$ cat src/pkg/flash_selfprog_pkg.sv
// constants for the program flash self-write controller
package flash_selfprog_pkg;

  // register offsets on the special-function register port
  localparam logic [15:0] OFF_CONTROL   = 16'h0760;
  localparam logic [15:0] OFF_ADDR_LOW  = 16'h0762;
  localparam logic [15:0] OFF_ADDR_HIGH = 16'h0764;
  localparam logic [15:0] OFF_UNLOCK    = 16'h0766;

  // flash_control field positions
  localparam int CTL_START_BIT  = 15;
  localparam int CTL_MODIFY_BIT = 14;
  localparam int CTL_ABORT_BIT  = 13;
  localparam int CTL_OP_LSB     = 0;
  localparam int CTL_OP_W       = 7;

  // operation codes and reset values
  localparam logic [6:0]  OP_ROW_ERASE   = 7'h41;
  localparam logic [6:0]  OP_ROW_PROGRAM = 7'h01;
  localparam logic [6:0]  OP_RESET       = 7'h00;
  localparam logic [15:0] ADDR_LOW_RESET = 16'h0000;
  localparam logic [7:0]  ADDR_HIGH_RESET = 8'h00;

  // unlock key sequence
  localparam logic [7:0] KEY_FIRST  = 8'h55;
  localparam logic [7:0] KEY_SECOND = 8'haa;

  // flash geometry: 24-bit words, 32 per row, 128 rows per panel
  localparam int WORD_W        = 24;
  localparam int ROW_WORDS     = 32;
  localparam int ROW_IDX_W     = 5;
  localparam int ROW_LSB       = 6;
  localparam int PANEL_ROWS    = 128;
  localparam int LANES         = 3;
  localparam int ADDR_W        = 24;

  // operation time
  localparam longint OP_TIME_NS   = 2000000;
  localparam longint CLK_PERIOD_NS = 4;
  localparam int     OP_CYCLES     = int'(OP_TIME_NS / CLK_PERIOD_NS);
  localparam int     TMR_W         = 19;

endpackage

$ cat src/flash_write_latch_ram.sv
// write latches of one panel: 32 program words with byte-lane writes
`timescale 1ns/1ns
`default_nettype none

module flash_write_latch_ram (
  input  wire logic                                      ref_clk_i,
  input  wire logic                                      arst_n_i,
  input  wire logic                                      ce_i,
  input  wire logic                                      we_i,
  input  wire logic [flash_selfprog_pkg::LANES-1:0]      be_i,
  input  wire logic [flash_selfprog_pkg::ROW_IDX_W-1:0]  waddr_i,
  input  wire logic [flash_selfprog_pkg::WORD_W-1:0]     wdata_i,
  input  wire logic                                      re_i,
  input  wire logic [flash_selfprog_pkg::ROW_IDX_W-1:0]  raddr_i,
  output logic      [flash_selfprog_pkg::WORD_W-1:0]     rdata_o
);

  wire [flash_selfprog_pkg::WORD_W-1:0] rd_word;

  // one byte lane per generate step, each with storage of its own so no array has two writers
  for (genvar g = 0; g < flash_selfprog_pkg::LANES; g++) begin : g_lane
    logic [7:0] mem_r [flash_selfprog_pkg::ROW_WORDS];
    always_ff @(posedge ref_clk_i) begin
      if (ce_i && we_i && be_i[g]) begin
        mem_r[waddr_i] <= wdata_i[g*8 +: 8];
      end
    end
    assign rd_word[g*8 +: 8] = mem_r[raddr_i];
  end

  always_ff @(posedge ref_clk_i or negedge arst_n_i) begin
    if (!arst_n_i) begin
      rdata_o <= '0;
    end else if (ce_i && re_i) begin
      rdata_o <= rd_word;
    end
  end

endmodule

`default_nettype wire

$ cat src/program_flash_self_write_ctrl.sv
// program flash self-write controller: table access, unlock, erase and program
`timescale 1ns/1ns
`default_nettype none

module program_flash_self_write_ctrl #(
  parameter int OP_CYCLES = flash_selfprog_pkg::OP_CYCLES
) (
  input  wire logic        ref_clk_i,
  input  wire logic        arst_n_i,
  input  wire logic        ce_i,
  input  wire logic        ext_reset_i,
  input  wire logic        watchdog_reset_i,
  input  wire logic        reg_wr_i,
  input  wire logic        reg_rd_i,
  input  wire logic [15:0] reg_addr_i,
  input  wire logic [15:0] reg_wdata_i,
  output logic      [15:0] reg_rdata_o,
  output logic             reg_rvalid_o,
  input  wire logic        tbl_req_i,
  input  wire logic        tbl_write_i,
  input  wire logic        tbl_high_i,
  input  wire logic        tbl_byte_i,
  input  wire logic [15:0] tbl_eff_addr_i,
  input  wire logic [15:0] tbl_wdata_i,
  input  wire logic [7:0]  table_page_i,
  output logic             tbl_done_o,
  output logic      [15:0] tbl_rdata_o,
  output logic             flash_rd_en_o,
  output logic      [23:0] flash_addr_o,
  input  wire logic [23:0] flash_rd_data_i,
  output logic             flash_erase_o,
  output logic             flash_pgm_we_o,
  output logic      [23:0] flash_pgm_data_o,
  output logic             cpu_stall_o,
  output logic             done_flag_o,
  input  wire logic        done_clr_i
);

  typedef enum logic [1:0] {KEY_IDLE, KEY_GOT_FIRST, KEY_ARMED} key_st_t;
  typedef enum logic [1:0] {SEQ_IDLE, SEQ_LOAD, SEQ_WAIT} seq_st_t;

  localparam int TW = flash_selfprog_pkg::TMR_W;
  localparam int IW = flash_selfprog_pkg::ROW_IDX_W;
  localparam int RL = flash_selfprog_pkg::ROW_LSB;
  localparam logic [TW-1:0] TMR_LAST = TW'(OP_CYCLES - 1);
  localparam logic [IW-1:0] IDX_LAST = IW'(flash_selfprog_pkg::ROW_WORDS - 1);

  ////////////////////////////////////////////////////////////////////////////
  // state
  key_st_t       key_st_r;
  key_st_t       key_st_nxt;
  seq_st_t       seq_r;
  seq_st_t       seq_nxt;
  logic          start_r;
  logic          modify_r;
  logic          abort_flag_r;
  logic [6:0]    op_r;
  logic [15:0]   adr_lo_r;
  logic [7:0]    adr_hi_r;
  logic [TW-1:0] tmr_r;
  logic [IW-1:0] idx_r;
  logic          p1_r;
  logic          th_r;
  logic          tb_r;
  logic          tw_r;
  logic          odd_r;
  logic          rst_meta_r;
  logic          rst_sync_r;

  ////////////////////////////////////////////////////////////////////////////
  // decode
  wire idle      = (seq_r == SEQ_IDLE);
  wire wr_con    = reg_wr_i && idle && (reg_addr_i == flash_selfprog_pkg::OFF_CONTROL);
  wire wr_adr_lo = reg_wr_i && idle && (reg_addr_i == flash_selfprog_pkg::OFF_ADDR_LOW);
  wire wr_adr_hi = reg_wr_i && idle && (reg_addr_i == flash_selfprog_pkg::OFF_ADDR_HIGH);
  wire wr_key    = reg_wr_i && idle && (reg_addr_i == flash_selfprog_pkg::OFF_UNLOCK);
  wire abort     = rst_sync_r || watchdog_reset_i;
  wire abort_op  = abort && !idle;

  wire [6:0] new_op    = reg_wdata_i[flash_selfprog_pkg::CTL_OP_LSB +: flash_selfprog_pkg::CTL_OP_W];
  wire       new_mod   = reg_wdata_i[flash_selfprog_pkg::CTL_MODIFY_BIT];
  wire       new_start = reg_wdata_i[flash_selfprog_pkg::CTL_START_BIT];
  wire       is_erase  = (new_op == flash_selfprog_pkg::OP_ROW_ERASE);
  wire       is_prog   = (new_op == flash_selfprog_pkg::OP_ROW_PROGRAM);
  // start needs armed key, modify enable and a known operation
  wire start_ok = wr_con && new_start && new_mod && (is_erase || is_prog)
                  && (key_st_r == KEY_ARMED) && !abort;
  wire op_fin   = (seq_r == SEQ_WAIT) && (tmr_r == TMR_LAST);

  // table access: one in flight, none while an operation runs
  wire take     = ce_i && tbl_req_i && !p1_r && idle;
  wire [23:0] tbl_full_addr = {table_page_i, tbl_eff_addr_i};

  // row select from captured address
  wire [23:0] row_base = {adr_hi_r, adr_lo_r[15:RL], {RL{1'b0}}};
  wire [23:0] pgm_addr = {adr_hi_r, adr_lo_r[15:RL], idx_r, 1'b0};

  // latch write: byte lanes chosen by part, size and odd address
  wire          odd_byte = tbl_byte_i && tbl_eff_addr_i[0];
  wire [2:0]    lat_be   = tbl_high_i ? {!odd_byte, 2'b00}
                                      : {1'b0, !tbl_byte_i || odd_byte,
                                         !tbl_byte_i || !odd_byte};
  wire [23:0]   lat_wd   = {tbl_wdata_i[7:0],
                            odd_byte ? tbl_wdata_i[7:0] : tbl_wdata_i[15:8],
                            tbl_wdata_i[7:0]};
  wire          lat_we   = take && tbl_write_i;
  wire [IW-1:0] lat_widx = tbl_eff_addr_i[IW:1];
  wire          lat_re   = (seq_r == SEQ_LOAD);

  // read data formatting for table reads
  wire [7:0]  lo_byte  = odd_r ? flash_rd_data_i[15:8] : flash_rd_data_i[7:0];
  wire [15:0] rd_low   = tb_r ? {8'h00, lo_byte} : flash_rd_data_i[15:0];
  wire [15:0] rd_high  = (tb_r && odd_r) ? 16'h0000 : {8'h00, flash_rd_data_i[23:16]};
  wire [15:0] rd_fmt   = th_r ? rd_high : rd_low;

  // register read mux; unlock register reads zero
  wire [15:0] con_val = {start_r, modify_r, abort_flag_r, 6'b000000, op_r};
  wire [15:0] rd_mux  = (reg_addr_i == flash_selfprog_pkg::OFF_CONTROL)   ? con_val :
                        (reg_addr_i == flash_selfprog_pkg::OFF_ADDR_LOW)  ? adr_lo_r :
                        (reg_addr_i == flash_selfprog_pkg::OFF_ADDR_HIGH) ? {8'h00, adr_hi_r} :
                        16'h0000;

  // next flash address: table access, program stream or erase row
  wire [23:0] faddr_nxt = take ? tbl_full_addr :
                          lat_re ? pgm_addr :
                          (start_ok && is_erase) ? row_base : flash_addr_o;

  ////////////////////////////////////////////////////////////////////////////
  // unlock sequence
  always_comb begin
    key_st_nxt = key_st_r;
    if (abort) begin
      key_st_nxt = KEY_IDLE;
    end else if (wr_key) begin
      if (reg_wdata_i[7:0] == flash_selfprog_pkg::KEY_FIRST) begin
        key_st_nxt = KEY_GOT_FIRST;
      end else if (key_st_r == KEY_GOT_FIRST && reg_wdata_i[7:0] == flash_selfprog_pkg::KEY_SECOND) begin
        key_st_nxt = KEY_ARMED;
      end else begin
        key_st_nxt = KEY_IDLE;
      end
    end else if (reg_wr_i) begin
      key_st_nxt = KEY_IDLE;
    end
  end

  // operation sequencer
  always_comb begin
    seq_nxt = seq_r;
    unique case (seq_r)
      SEQ_IDLE: begin
        if (start_ok) begin
          seq_nxt = is_erase ? SEQ_WAIT : SEQ_LOAD;
        end
      end
      SEQ_LOAD: begin
        if (abort) begin
          seq_nxt = SEQ_IDLE;
        end else if (idx_r == IDX_LAST) begin
          seq_nxt = SEQ_WAIT;
        end
      end
      SEQ_WAIT: begin
        if (abort || op_fin) begin
          seq_nxt = SEQ_IDLE;
        end
      end
    endcase
  end

  ////////////////////////////////////////////////////////////////////////////
  // external reset pin synchroniser
  always_ff @(posedge ref_clk_i or negedge arst_n_i) begin
    if (!arst_n_i) begin
      rst_meta_r <= 1'b0;
      rst_sync_r <= 1'b0;
    end else if (ce_i) begin
      rst_meta_r <= ext_reset_i;
      rst_sync_r <= rst_meta_r;
    end
  end

  always_ff @(posedge ref_clk_i or negedge arst_n_i) begin
    if (!arst_n_i) begin
      key_st_r <= KEY_IDLE;
      seq_r    <= SEQ_IDLE;
    end else if (ce_i) begin
      key_st_r <= key_st_nxt;
      seq_r    <= seq_nxt;
    end
  end

  // control register bits
  always_ff @(posedge ref_clk_i or negedge arst_n_i) begin
    if (!arst_n_i) begin
      start_r      <= 1'b0;
      modify_r     <= 1'b0;
      abort_flag_r <= 1'b0;
      op_r         <= flash_selfprog_pkg::OP_RESET;
    end else if (ce_i) begin
      // software only sets start; finish or abort clears it
      start_r      <= start_ok || (start_r && !op_fin && !abort_op);
      modify_r     <= abort ? 1'b0 : (wr_con ? new_mod : modify_r);
      // set wins over the software clear
      abort_flag_r <= abort_op || (abort_flag_r &&
                      !(wr_con && !reg_wdata_i[flash_selfprog_pkg::CTL_ABORT_BIT]));
      if (wr_con) begin
        op_r <= new_op;
      end
    end
  end

  // address registers; untouched by abort
  always_ff @(posedge ref_clk_i or negedge arst_n_i) begin
    if (!arst_n_i) begin
      adr_lo_r <= flash_selfprog_pkg::ADDR_LOW_RESET;
      adr_hi_r <= flash_selfprog_pkg::ADDR_HIGH_RESET;
    end else if (ce_i) begin
      if (take) begin
        adr_lo_r <= tbl_eff_addr_i;
        adr_hi_r <= table_page_i;
      end else begin
        if (wr_adr_lo) begin
          adr_lo_r <= reg_wdata_i;
        end
        if (wr_adr_hi) begin
          adr_hi_r <= reg_wdata_i[7:0];
        end
      end
    end
  end

  // operation timer and latch stream index
  always_ff @(posedge ref_clk_i or negedge arst_n_i) begin
    if (!arst_n_i) begin
      tmr_r    <= '0;
      idx_r    <= '0;
    end else if (ce_i) begin
      tmr_r    <= (seq_r == SEQ_WAIT) ? tmr_r + 1'b1 : '0;
      idx_r    <= lat_re ? idx_r + 1'b1 : '0;
    end
  end

  // flash port and stall
  always_ff @(posedge ref_clk_i or negedge arst_n_i) begin
    if (!arst_n_i) begin
      flash_rd_en_o  <= 1'b0;
      flash_addr_o   <= '0;
      flash_erase_o  <= 1'b0;
      flash_pgm_we_o <= 1'b0;
      cpu_stall_o    <= 1'b0;
      done_flag_o    <= 1'b0;
    end else if (ce_i) begin
      flash_rd_en_o  <= take && !tbl_write_i;
      flash_addr_o   <= faddr_nxt;
      flash_erase_o  <= start_ok && is_erase;
      // same edge as latch data and address, so word and slot line up
      flash_pgm_we_o <= lat_re && !abort;
      cpu_stall_o    <= (seq_nxt != SEQ_IDLE);
      done_flag_o    <= op_fin || (done_flag_o && !done_clr_i);
    end
  end

  // table request pipeline
  always_ff @(posedge ref_clk_i or negedge arst_n_i) begin
    if (!arst_n_i) begin
      p1_r        <= 1'b0;
      th_r        <= 1'b0;
      tb_r        <= 1'b0;
      tw_r        <= 1'b0;
      odd_r       <= 1'b0;
      tbl_done_o  <= 1'b0;
      tbl_rdata_o <= '0;
    end else if (ce_i) begin
      p1_r       <= take;
      th_r       <= tbl_high_i;
      tb_r       <= tbl_byte_i;
      tw_r       <= tbl_write_i;
      odd_r      <= tbl_eff_addr_i[0];
      tbl_done_o <= p1_r;
      if (p1_r && !tw_r) begin
        tbl_rdata_o <= rd_fmt;
      end
    end
  end

  always_ff @(posedge ref_clk_i or negedge arst_n_i) begin
    if (!arst_n_i) begin
      reg_rvalid_o <= 1'b0;
      reg_rdata_o  <= '0;
    end else if (ce_i) begin
      reg_rvalid_o <= reg_rd_i;
      reg_rdata_o  <= rd_mux;
    end
  end

  flash_write_latch_ram u_latch (
    .ref_clk_i (ref_clk_i),
    .arst_n_i  (arst_n_i),
    .ce_i      (ce_i),
    .we_i      (lat_we),
    .be_i      (lat_be),
    .waddr_i   (lat_widx),
    .wdata_i   (lat_wd),
    .re_i      (lat_re),
    .raddr_i   (idx_r),
    .rdata_o   (flash_pgm_data_o)
  );

  ////////////////////////////////////////////////////////////////////////////
  // checks
  property p_tbl_two_cycle;
    @(posedge ref_clk_i) disable iff (!arst_n_i)
    take |=> ##1 tbl_done_o;
  endproperty
  a_tbl_two_cycle: assert property (p_tbl_two_cycle) else $error("table access not done in two cycles");

  property p_addr_low_capture;
    @(posedge ref_clk_i) disable iff (!arst_n_i)
    take |=> (adr_lo_r == $past(tbl_eff_addr_i));
  endproperty
  a_addr_low_capture: assert property (p_addr_low_capture) else $error("low address not captured");

  property p_addr_high_capture;
    @(posedge ref_clk_i) disable iff (!arst_n_i)
    take |=> (adr_hi_r == $past(table_page_i));
  endproperty
  a_addr_high_capture: assert property (p_addr_high_capture) else $error("high address not captured");

  property p_tbl_addr_form;
    @(posedge ref_clk_i) disable iff (!arst_n_i)
    take && !tbl_write_i |=> flash_rd_en_o && (flash_addr_o == {$past(table_page_i), $past(tbl_eff_addr_i)});
  endproperty
  a_tbl_addr_form: assert property (p_tbl_addr_form) else $error("table address badly formed");

  property p_start_needs_key;
    @(posedge ref_clk_i) disable iff (!arst_n_i)
    $rose(start_r) |-> $past(key_st_r == KEY_ARMED) && $past(reg_wdata_i[14]);
  endproperty
  a_start_needs_key: assert property (p_start_needs_key) else $error("start without unlock or modify enable");

  property p_start_held;
    @(posedge ref_clk_i) disable iff (!arst_n_i)
    start_r && ce_i && !op_fin && !abort_op |=> start_r;
  endproperty
  a_start_held: assert property (p_start_held) else $error("start bit dropped early");

  property p_disarm;
    @(posedge ref_clk_i) disable iff (!arst_n_i)
    (key_st_r == KEY_ARMED) && ce_i && reg_wr_i && !wr_key |=> (key_st_r == KEY_IDLE);
  endproperty
  a_disarm: assert property (p_disarm) else $error("unlock not disarmed");

  property p_erase_row;
    @(posedge ref_clk_i) disable iff (!arst_n_i)
    flash_erase_o |-> (flash_addr_o[5:0] == 6'h00) && cpu_stall_o && (seq_r == SEQ_WAIT);
  endproperty
  a_erase_row: assert property (p_erase_row) else $error("erase not row aligned");

  property p_prog_row;
    @(posedge ref_clk_i) disable iff (!arst_n_i)
    flash_pgm_we_o |-> (flash_addr_o[23:6] == row_base[23:6]);
  endproperty
  a_prog_row: assert property (p_prog_row) else $error("program word outside row");

  property p_done_flag;
    @(posedge ref_clk_i) disable iff (!arst_n_i)
    op_fin && ce_i |=> done_flag_o && !start_r && !cpu_stall_o;
  endproperty
  a_done_flag: assert property (p_done_flag) else $error("completion not flagged");

  property p_abort;
    @(posedge ref_clk_i) disable iff (!arst_n_i)
    abort_op && ce_i |=> abort_flag_r && (seq_r == SEQ_IDLE) && $stable(adr_lo_r) && $stable(adr_hi_r);
  endproperty
  a_abort: assert property (p_abort) else $error("abort not handled");

endmodule

`default_nettype wire

$ cat config.mk
export PLATFORM = sky130hd
export DESIGN_NAME = program_flash_self_write_ctrl
export DESIGN_NICKNAME = d
export VERILOG_FILES = /design/src/pkg/flash_selfprog_pkg.sv /design/src/flash_write_latch_ram.sv /design/src/program_flash_self_write_ctrl.sv
export SDC_FILE = /design/constraint.sdc
export NUM_CORES = 1
export LEC_CHECK = 0
export BUFFER_PORTS_ARGS = -buffer_cell sky130_fd_sc_hd__buf_2
export CAP_MARGIN = 20
export CORE_ASPECT_RATIO = 0.7
export CORE_UTILIZATION = 60
export DETAILED_ROUTE_END_ITERATION = 6
export PLACE_DENSITY = 0.78
export SYNTH_ARGS = -nofsm -noshare
export SYNTH_HDL_FRONTEND = slang
export SYNTH_SLANG_ARGS = --single-unit
$ cat constraint.sdc
create_clock -name ref_clk_i -period 6.4 [get_ports ref_clk_i]
set_input_delay 0 -clock ref_clk_i [delete_from_list [all_inputs] [get_ports ref_clk_i]]
set_output_delay 0 -clock ref_clk_i [all_outputs]
set_load 0.05 [all_outputs]
==> metrics.md, run 1 <==
| Metric | Value |
|---|---|
| Starting density of the core | 61.2% |
| Largest vdd supply drop | 0.000354 V |
| Vert. Die Dim | 210 um |
| Fraction of the mapped netlist area in adder cells | 0.203% |
| Most instantiated library cell after synthesis | edfxtp_1 |
| Leakage power | 14.5 nW |
| Path depth of the worst reg2reg path | 5 |
| TritonCTS clock tree | done |
| H-tree lvl count | 3 |
| Number of buffers on the longest clock path | 3 |
| Number of global-route vias before repair | 22100 |
| Fraction of power consumed by sequential logic | 51.5% |
| Average instance area after synthesis | 17.0 um2 |
| Final setup margin | 3040 ps |
| Final TNS setup | 0 ps |
| Global Route Usage Sum | 31.1% |
| GP Congestion | 0.897 |
| Number of rows created at floorplan | 75 |
| Synthesized instance count | 2180 |
| Hold Path Class | in2async |
| Actual slew at the worst max-slew pin | 1130 ps |
| Max-cap violations | 0 |
| Utilization after layout | 70.2% |
| R2R setup slack | 3040 ps |
| Xor-xnor portion of the synthesized cell area | 0.260% |
| Final routed wire length divided by cell count | 28.8 um |
| Setup CP Type | reg2reg |
| Total net switching power | 3.70 mW |
| Worst slack at placement | 3090 ps |
| Final setup violation count | 0 |
| Count of filler cells inserted in the layout | 3619 |
| Power density over cell area | 323 nW/um2 |
| Worst setup EP type | register |
| Clock network fraction of design power | 35.3% |
| Clock tree root buffer cell | clkbuf_16 |
| Worst skew pair latency | 640 ps |
| IO Port Bufs | 194 |
| Placed cells | 3078 |
| Multiplexer area fraction after synthesis | 13.4% |
| Post-placement cell area | 38700 um2 |
| DRC violation total after the first TritonRoute iteration | 3339 |
| Number of antenna violations at the first check in global routing | 6 |
| Worst setup skew after layout | 34.7 ps |
| Synth warn | 0 |
| Grt ovf | 0 |
| Most frequent cells after synthesis | edfxtp_1 (768), nand2_1 (256), mux4_2 (192) |
| Largest cells by area after synthesis | edfxtp_1 (62%), mux4_2 (12%), dfrtp_1 (11%) |
| Dominant cell type by area after synthesis | edfxtp_1 |
| Proportion of synthesized chip area in sequential cells | 72.9% |
| GRT met3 Usage | 10.3% |
| GR Layer Usage met1 | 46.1% |
| Largest net degree at the start of global routing | 101 |
| Outcome | finished clean |
| Summed instance area of the synthesized netlist | 37000 um2 |
| Clock input transition at the sequential cells of the worst setup and hold paths | 60 ps |
| Fmax achieved | 298 MHz |
| Internal power consumption | 10.0 mW |
| Total via count after detailed routing | 22400 |
| Proportion of layout cells with a drive suffix above 1 | 22.6% |
| Hold slack final | 26.4 ps |
| Critical path arrival | 3840 ps |
| Synthesized-area fraction occupied by ao, oa, aoi and oai cells | 5.04% |
| Final antenna-violating net count | 0 |
| Area of the placeable core | 60400 um2 |
| Ratio of final minimum period to clock period | 52.5% |
| Fin area | 42400 um2 |
| Sw Share | 27.0% |
| Number of vias per cell | 6.71 |
| Post_cts resized | 0 |
| Hold Fails Final Rpt | 0 |
| HPWL after detailed placement | 58400 um |
| First-pass iteration count of the detailed router | 6 |
| Number of nets in the finished design | 2578 |
| Area share of the leading cell type in the synthesized netlist | 62.3% |
| Yosys reg bits | 924 |
| Area Growth Syn to Fin | 14.6% |
| Dominant combinational cell family by area after synthesis | multiplexers |
| Shortest period the worst path allows | 3360 ps |
| Required time of the critical path | 6880 ps |
| Die footprint | 62700 um2 |
| Worst flop-to-flop path startpoint | idx_r[0] |
| Met2 Track Usage GR | 44.7% |
| Top-level port count | 195 |
| Most congested layer reported by global routing | met1 |
| Worst flop-to-flop path endpoint | u_latch.rdata_o[14] |
| Non-Filler Instances | 3345 |
| Number of enable flip-flop cells after synthesis | 768 |
| Final Power | 13.7 mW |
| Async set-or-reset flop fraction in the synthesized netlist | 16.9% |
| Synth Area in Simple Gates | 6.45% |
| Max-Slew Margin vs Limit | 24.3% |
| Wire length of the first global-routing pass | 142000 um |
| Maximum fanout along the worst path | 33 |
| Number of nets in the synthesized netlist | 2294 |
| Residual DRC count | 0 |
| Number of distinct library cell variants in the gate-level netlist after synthesis | 57 |
| X dimension of the die | 299 um |
| Final-report max-slew violation count | 0 |
| Total wire length | 96500 um |
| Setup repair after global routing missed its margin | no |
| Share of power burned in combinational logic | 13.2% |
| Critical Path Source Type | register |
| Number of clock buffers inserted by TritonCTS | 84 |
| Flip-flop cell with the highest count after synthesis | edfxtp_1 |
| Number of sinks on the clock net | 924 |
[cell usage in the layout (no fill, tap or decap), drive strengths merged, types with 35 or more instances in the layout]
cell type / count
mux4: 192
nand2: 256
buf: 223
dlygate4sd3: 105
clkinv: 35
nor2: 148
dfrtp: 156
nand3: 40
edfxtp: 768
a21oi: 55
clkbuf: 114
o21ai: 82
mux2i: 37
[worst max-delay path, cell delays in order, from the launching register on]
cell      delay (ps)
dfrtp_4          850
buf_4            640
mux4_2           670
a22o_1           260
a221oi_1         550
a31oi_1          180
[power groups by stage]
stage	clock network, mW	registers [mW]	logic [mW]
2_1_floorplan	0	7.74	0.462
3_3_place_gp	0	7.15	1.59
3_5_place_dp	0	7.17	1.63
4_1_cts	4.86	7.04	1.76
5_1_grt	5.09	7.08	1.90
6_report	4.83	7.06	1.81
[state kept, by name (all words and copies together), names as in the netlist, 2 cells and up]
| register | flops |
|---|---|
| tmr_r | 19 |
| seq_r | 2 |
| reg_rdata_o | 16 |
| adr_lo_r | 16 |
| u_latch.g_lane.mem_r | 768 |
| u_latch.rdata_o | 24 |
| key_st_r | 2 |
| idx_r | 5 |
| flash_addr_o | 24 |
| tbl_rdata_o | 16 |
| adr_hi_r | 8 |
| op_r | 7 |
[timing repair]
action	in CTS	in global routing
hold buffers	105	0
buffers inserted	0	0
hold endpoints to repair	248	0
[how the worst max path moves through the flow]
stage	startpoint	to	slack (ps)	cells after the start
4_1_cts	idx_r[0]	u_latch.rdata_o[14]	3070	5
2_1_floorplan	seq_r[0]	u_latch.g_lane[2].mem_r[10][0]	3840	8
6_report	idx_r[0]	u_latch.rdata_o[14]	3040	5
3_3_place_gp	idx_r[0]	u_latch.rdata_o[0]	3100	6
3_5_place_dp	idx_r[0]	u_latch.rdata_o[0]	3090	6
5_1_grt	idx_r[0]	u_latch.rdata_o[14]	2880	5
[layer usage]
layer  up-vias  share of wire (%)
met4         4                3.0
met1     11400                 38
li1       9074                  -
met2      1756                 45
met5         -              0.028
met3       238                 14
[cell families after synthesis]
logic type               after synthesis
adder cells (fa/ha/maj)                6
multiplexers                         253
flip-flops                           924
AND/OR/NAND/NOR                      533
buffers and inverters                164
AO/OA/AOI/OAI                        289
XOR/XNOR                              11
[final cells by class]
type                    count  area, um2  area share (%)
clock inverters            41        292           0.687
repair buffers            329       2290            5.39
clock buffers             113       2310            5.46
diodes                      5       12.5          0.0295
well taps                 808       1010            2.38
flip-flops and latches    924      27000            63.6
multi-input cells        1092       9410            22.2
inverters                  33        124           0.292
Power figures use the tool's default switching activity.
==> run 2: changes to the inputs <==
--- a/config.mk
+++ b/config.mk
@@ -8,9 +8,9 @@
 export BUFFER_PORTS_ARGS = -buffer_cell sky130_fd_sc_hd__buf_2
 export CAP_MARGIN = 20
 export CORE_ASPECT_RATIO = 0.7
-export CORE_UTILIZATION = 60
+export CORE_UTILIZATION = 55
 export DETAILED_ROUTE_END_ITERATION = 6
-export PLACE_DENSITY = 0.78
+export PLACE_DENSITY = 0.76
 export SYNTH_ARGS = -nofsm -noshare
 export SYNTH_HDL_FRONTEND = slang
 export SYNTH_SLANG_ARGS = --single-unit
==> constraint.sdc (replaced) <==
create_clock -name ref_clk_i -period 2.9 [get_ports ref_clk_i]
set_input_delay 0 -clock ref_clk_i [delete_from_list [all_inputs] [get_ports ref_clk_i]]
set_output_delay 0 -clock ref_clk_i [all_outputs]
set_load 0.05 [all_outputs]
==> metrics.md, run 2 (synthesis gave the netlist of run 1 again) <==
| Metric | Value |
|---|---|
| Outcome | finished, violations left |
| Violated checks | design-rule violations |
| Largest net degree at the start of global routing | 77 |
| Final antenna-violating net count | 0 |
| Total via count after detailed routing | 22700 |
| Flip-flop and latch area | 27000 um2 |
| First-pass iteration count of the detailed router | 7 |
| Residual DRC count | 6 |
| Proportion of layout cells with a drive suffix above 1 | 26.7% |
| Grt ovf | 0 |
| Crit path largest cell delay | 670 ps |
| Number of vias per cell | 6.35 |
| Max-Slew Margin vs Limit | 31.5% |
| Post-placement cell area | 40100 um2 |
| Number of global-route vias before repair | 22200 |
| IO Port Bufs | 194 |
| Combined area of the multi-input logic cells | 9410 um2 |
| TritonCTS clock tree | done |
| Post-CTS setup buffers | 0 |
| Final-report max-slew violation count | 0 |
| Number of rows created at floorplan | 79 |
| Clock tree root buffer cell | clkbuf_16 |
| DRC violation total after the first TritonRoute iteration | 3241 |
| Count of filler cells inserted in the layout | 4317 |
| Worst setup skew after layout | 33.2 ps |
| Total wire length | 96200 um |
| H-tree lvl count | 3 |
| Critical path arrival | 3320 ps |
| Worst slack at placement | 284 ps |
| Registers with the most flip-flops | u_latch.g_lane.mem_r (768), flash_addr_o (24), u_latch.rdata_o (24) |
| Hold Path Class | in2reg |
| Register containing the most flip-flops in the final layout | u_latch.g_lane.mem_r |
| Final setup violation count | 0 |
| Die footprint | 68400 um2 |
| X dimension of the die | 312 um |
| Largest vdd supply drop | 0.000538 V |
| Worst skew pair latency | 650 ps |
| Vert. Die Dim | 219 um |
| Number of buffers on the longest clock path | 3 |
| Fin area | 43900 um2 |
| Clock input transition at the sequential cells of the worst setup and hold paths | 70 ps |
| Shortest period the worst path allows | 2790 ps |
| GP Congestion | 0.914 |
| Required time of the critical path | 3430 ps |
| CP max-delay cell | nor4_4 |
| Area Growth Syn to Fin | 18.5% |
| Critical path's top delay family | simple AND/OR/NAND/NOR gates |
| Setup CP Type | reg2reg |
| Top-level port count | 195 |
| Number of clock buffers inserted by TritonCTS | 82 |
| Ratio of final minimum period to clock period | 96.2% |
| Number of nets in the finished design | 2731 |
| HPWL after detailed placement | 61400 um |
| Critical Path Source Type | register |
| Final setup margin | 109 ps |
| Final TNS setup | 0 ps |
| Most frequent cells in the layout | edfxtp_1 (768), nand2_1 (256), buf_2 (193) |
| Number of flip-flops under the largest register name | 768 |
| Starting density of the core | 55.6% |
| Actual slew at the worst max-slew pin | 1030 ps |
| Most common library cell in the layout ignoring fill and taps | edfxtp_1 |
| Wire length of the first global-routing pass | 141000 um |
| Worst setup EP type | register |
| Area of the placeable core | 66500 um2 |
| Global Route Usage Sum | 28.2% |
| Leakage power | 15.3 nW |
| CP Cell Sequence | inv_1 -> ha_1 -> nand3_1 -> nor4_4 -> mux2i_1 -> o21ai_1 -> dlygate4sd3_1 |
| Power density over cell area | 686 nW/um2 |
| Number of antenna violations at the first check in global routing | 6 |
| Fmax achieved | 358 MHz |
| Max-cap violations | 0 |
| Setup repair after global routing missed its margin | no |
| Maximum fanout along the worst path | 8 |
| Final routed wire length divided by cell count | 26.9 um |
| Number of sinks on the clock net | 924 |
| Hold Fails Final Rpt | 0 |
| Number of buffer and inverter instances along the worst setup path | 2 |
| Number of buffers added to fix hold violations after cts | 117 |
| Post_cts resized | 0 |
[run 2: worst paths after layout]
kind	from	endpoint	slack [ps]	cells past startpoint
setup / recovery	seq_r[0]	adr_hi_r[6]	110	7
hold / removal	reg_addr_i[2]	reg_rdata_o[14]	60	4
setup reg to reg	seq_r[0]	adr_hi_r[6]	110	7
hold reg to reg	flash_addr_o[20]	flash_addr_o[20]	470	1
max in group asynchronous	arst_n_i	tbl_rdata_o[5]	1840	4
min in group asynchronous	arst_n_i	cpu_stall_o	350	3
[run 2: cell type report]
type,count,area share [%]
antenna,5,0.0285
clock buffer,100,4.97
clock inverter,47,0.850
inverter,33,0.282
multi-input combinational,1092,21.4
sequential,924,61.5
tap,891,2.54
timing repair buffer,484,8.41
[run 2: per-stage QoR]
stage | power [mW] | hold WS (ps) | utilization, % | std cells
6_report | 30.1 | 58.6 | 66.0 | 3576
3_5_place_dp | 19.4 | 93.7 | 60.3 | 3307
4_1_cts | 30.0 | 6.13 | 65.9 | 3571
3_3_place_gp | 19.2 | 78.9 | 60.3 | 3307
5_1_grt | 30.9 | 61.4 | 66.0 | 3576
2_1_floorplan | 18.1 | -296 | - | 2180
[run 2: report_power, final]
group	internal, mW	switching [mW]	leakage (nW)	total (mW)
clock network	5.80	4.74	1.22	10.5
logic	1.12	2.89	5.18	4.01
registers	15.0	0.507	8.93	15.5
total	22.0	8.15	15.3	30.1
[run 2: worst reg2reg max path: stages (launching register included)]
cell and delay [ps]:
dfrtp_1 390, inv_1 150, ha_1 290, nand3_1 220, nor4_4 670, mux2i_1 300, o21ai_1 80, dlygate4sd3_1 570
[run 2: layer usage]
metal	up-vias	wire, um	GRT usage [%]	part of all wire (%)
li1	9365	-	-	-
met1	11600	38000	41.5	39
met2	1556	42400	40.1	44
met3	216	12700	9.09	13
met4	0	3090	9.38	3.2
met5	-	0	0	0
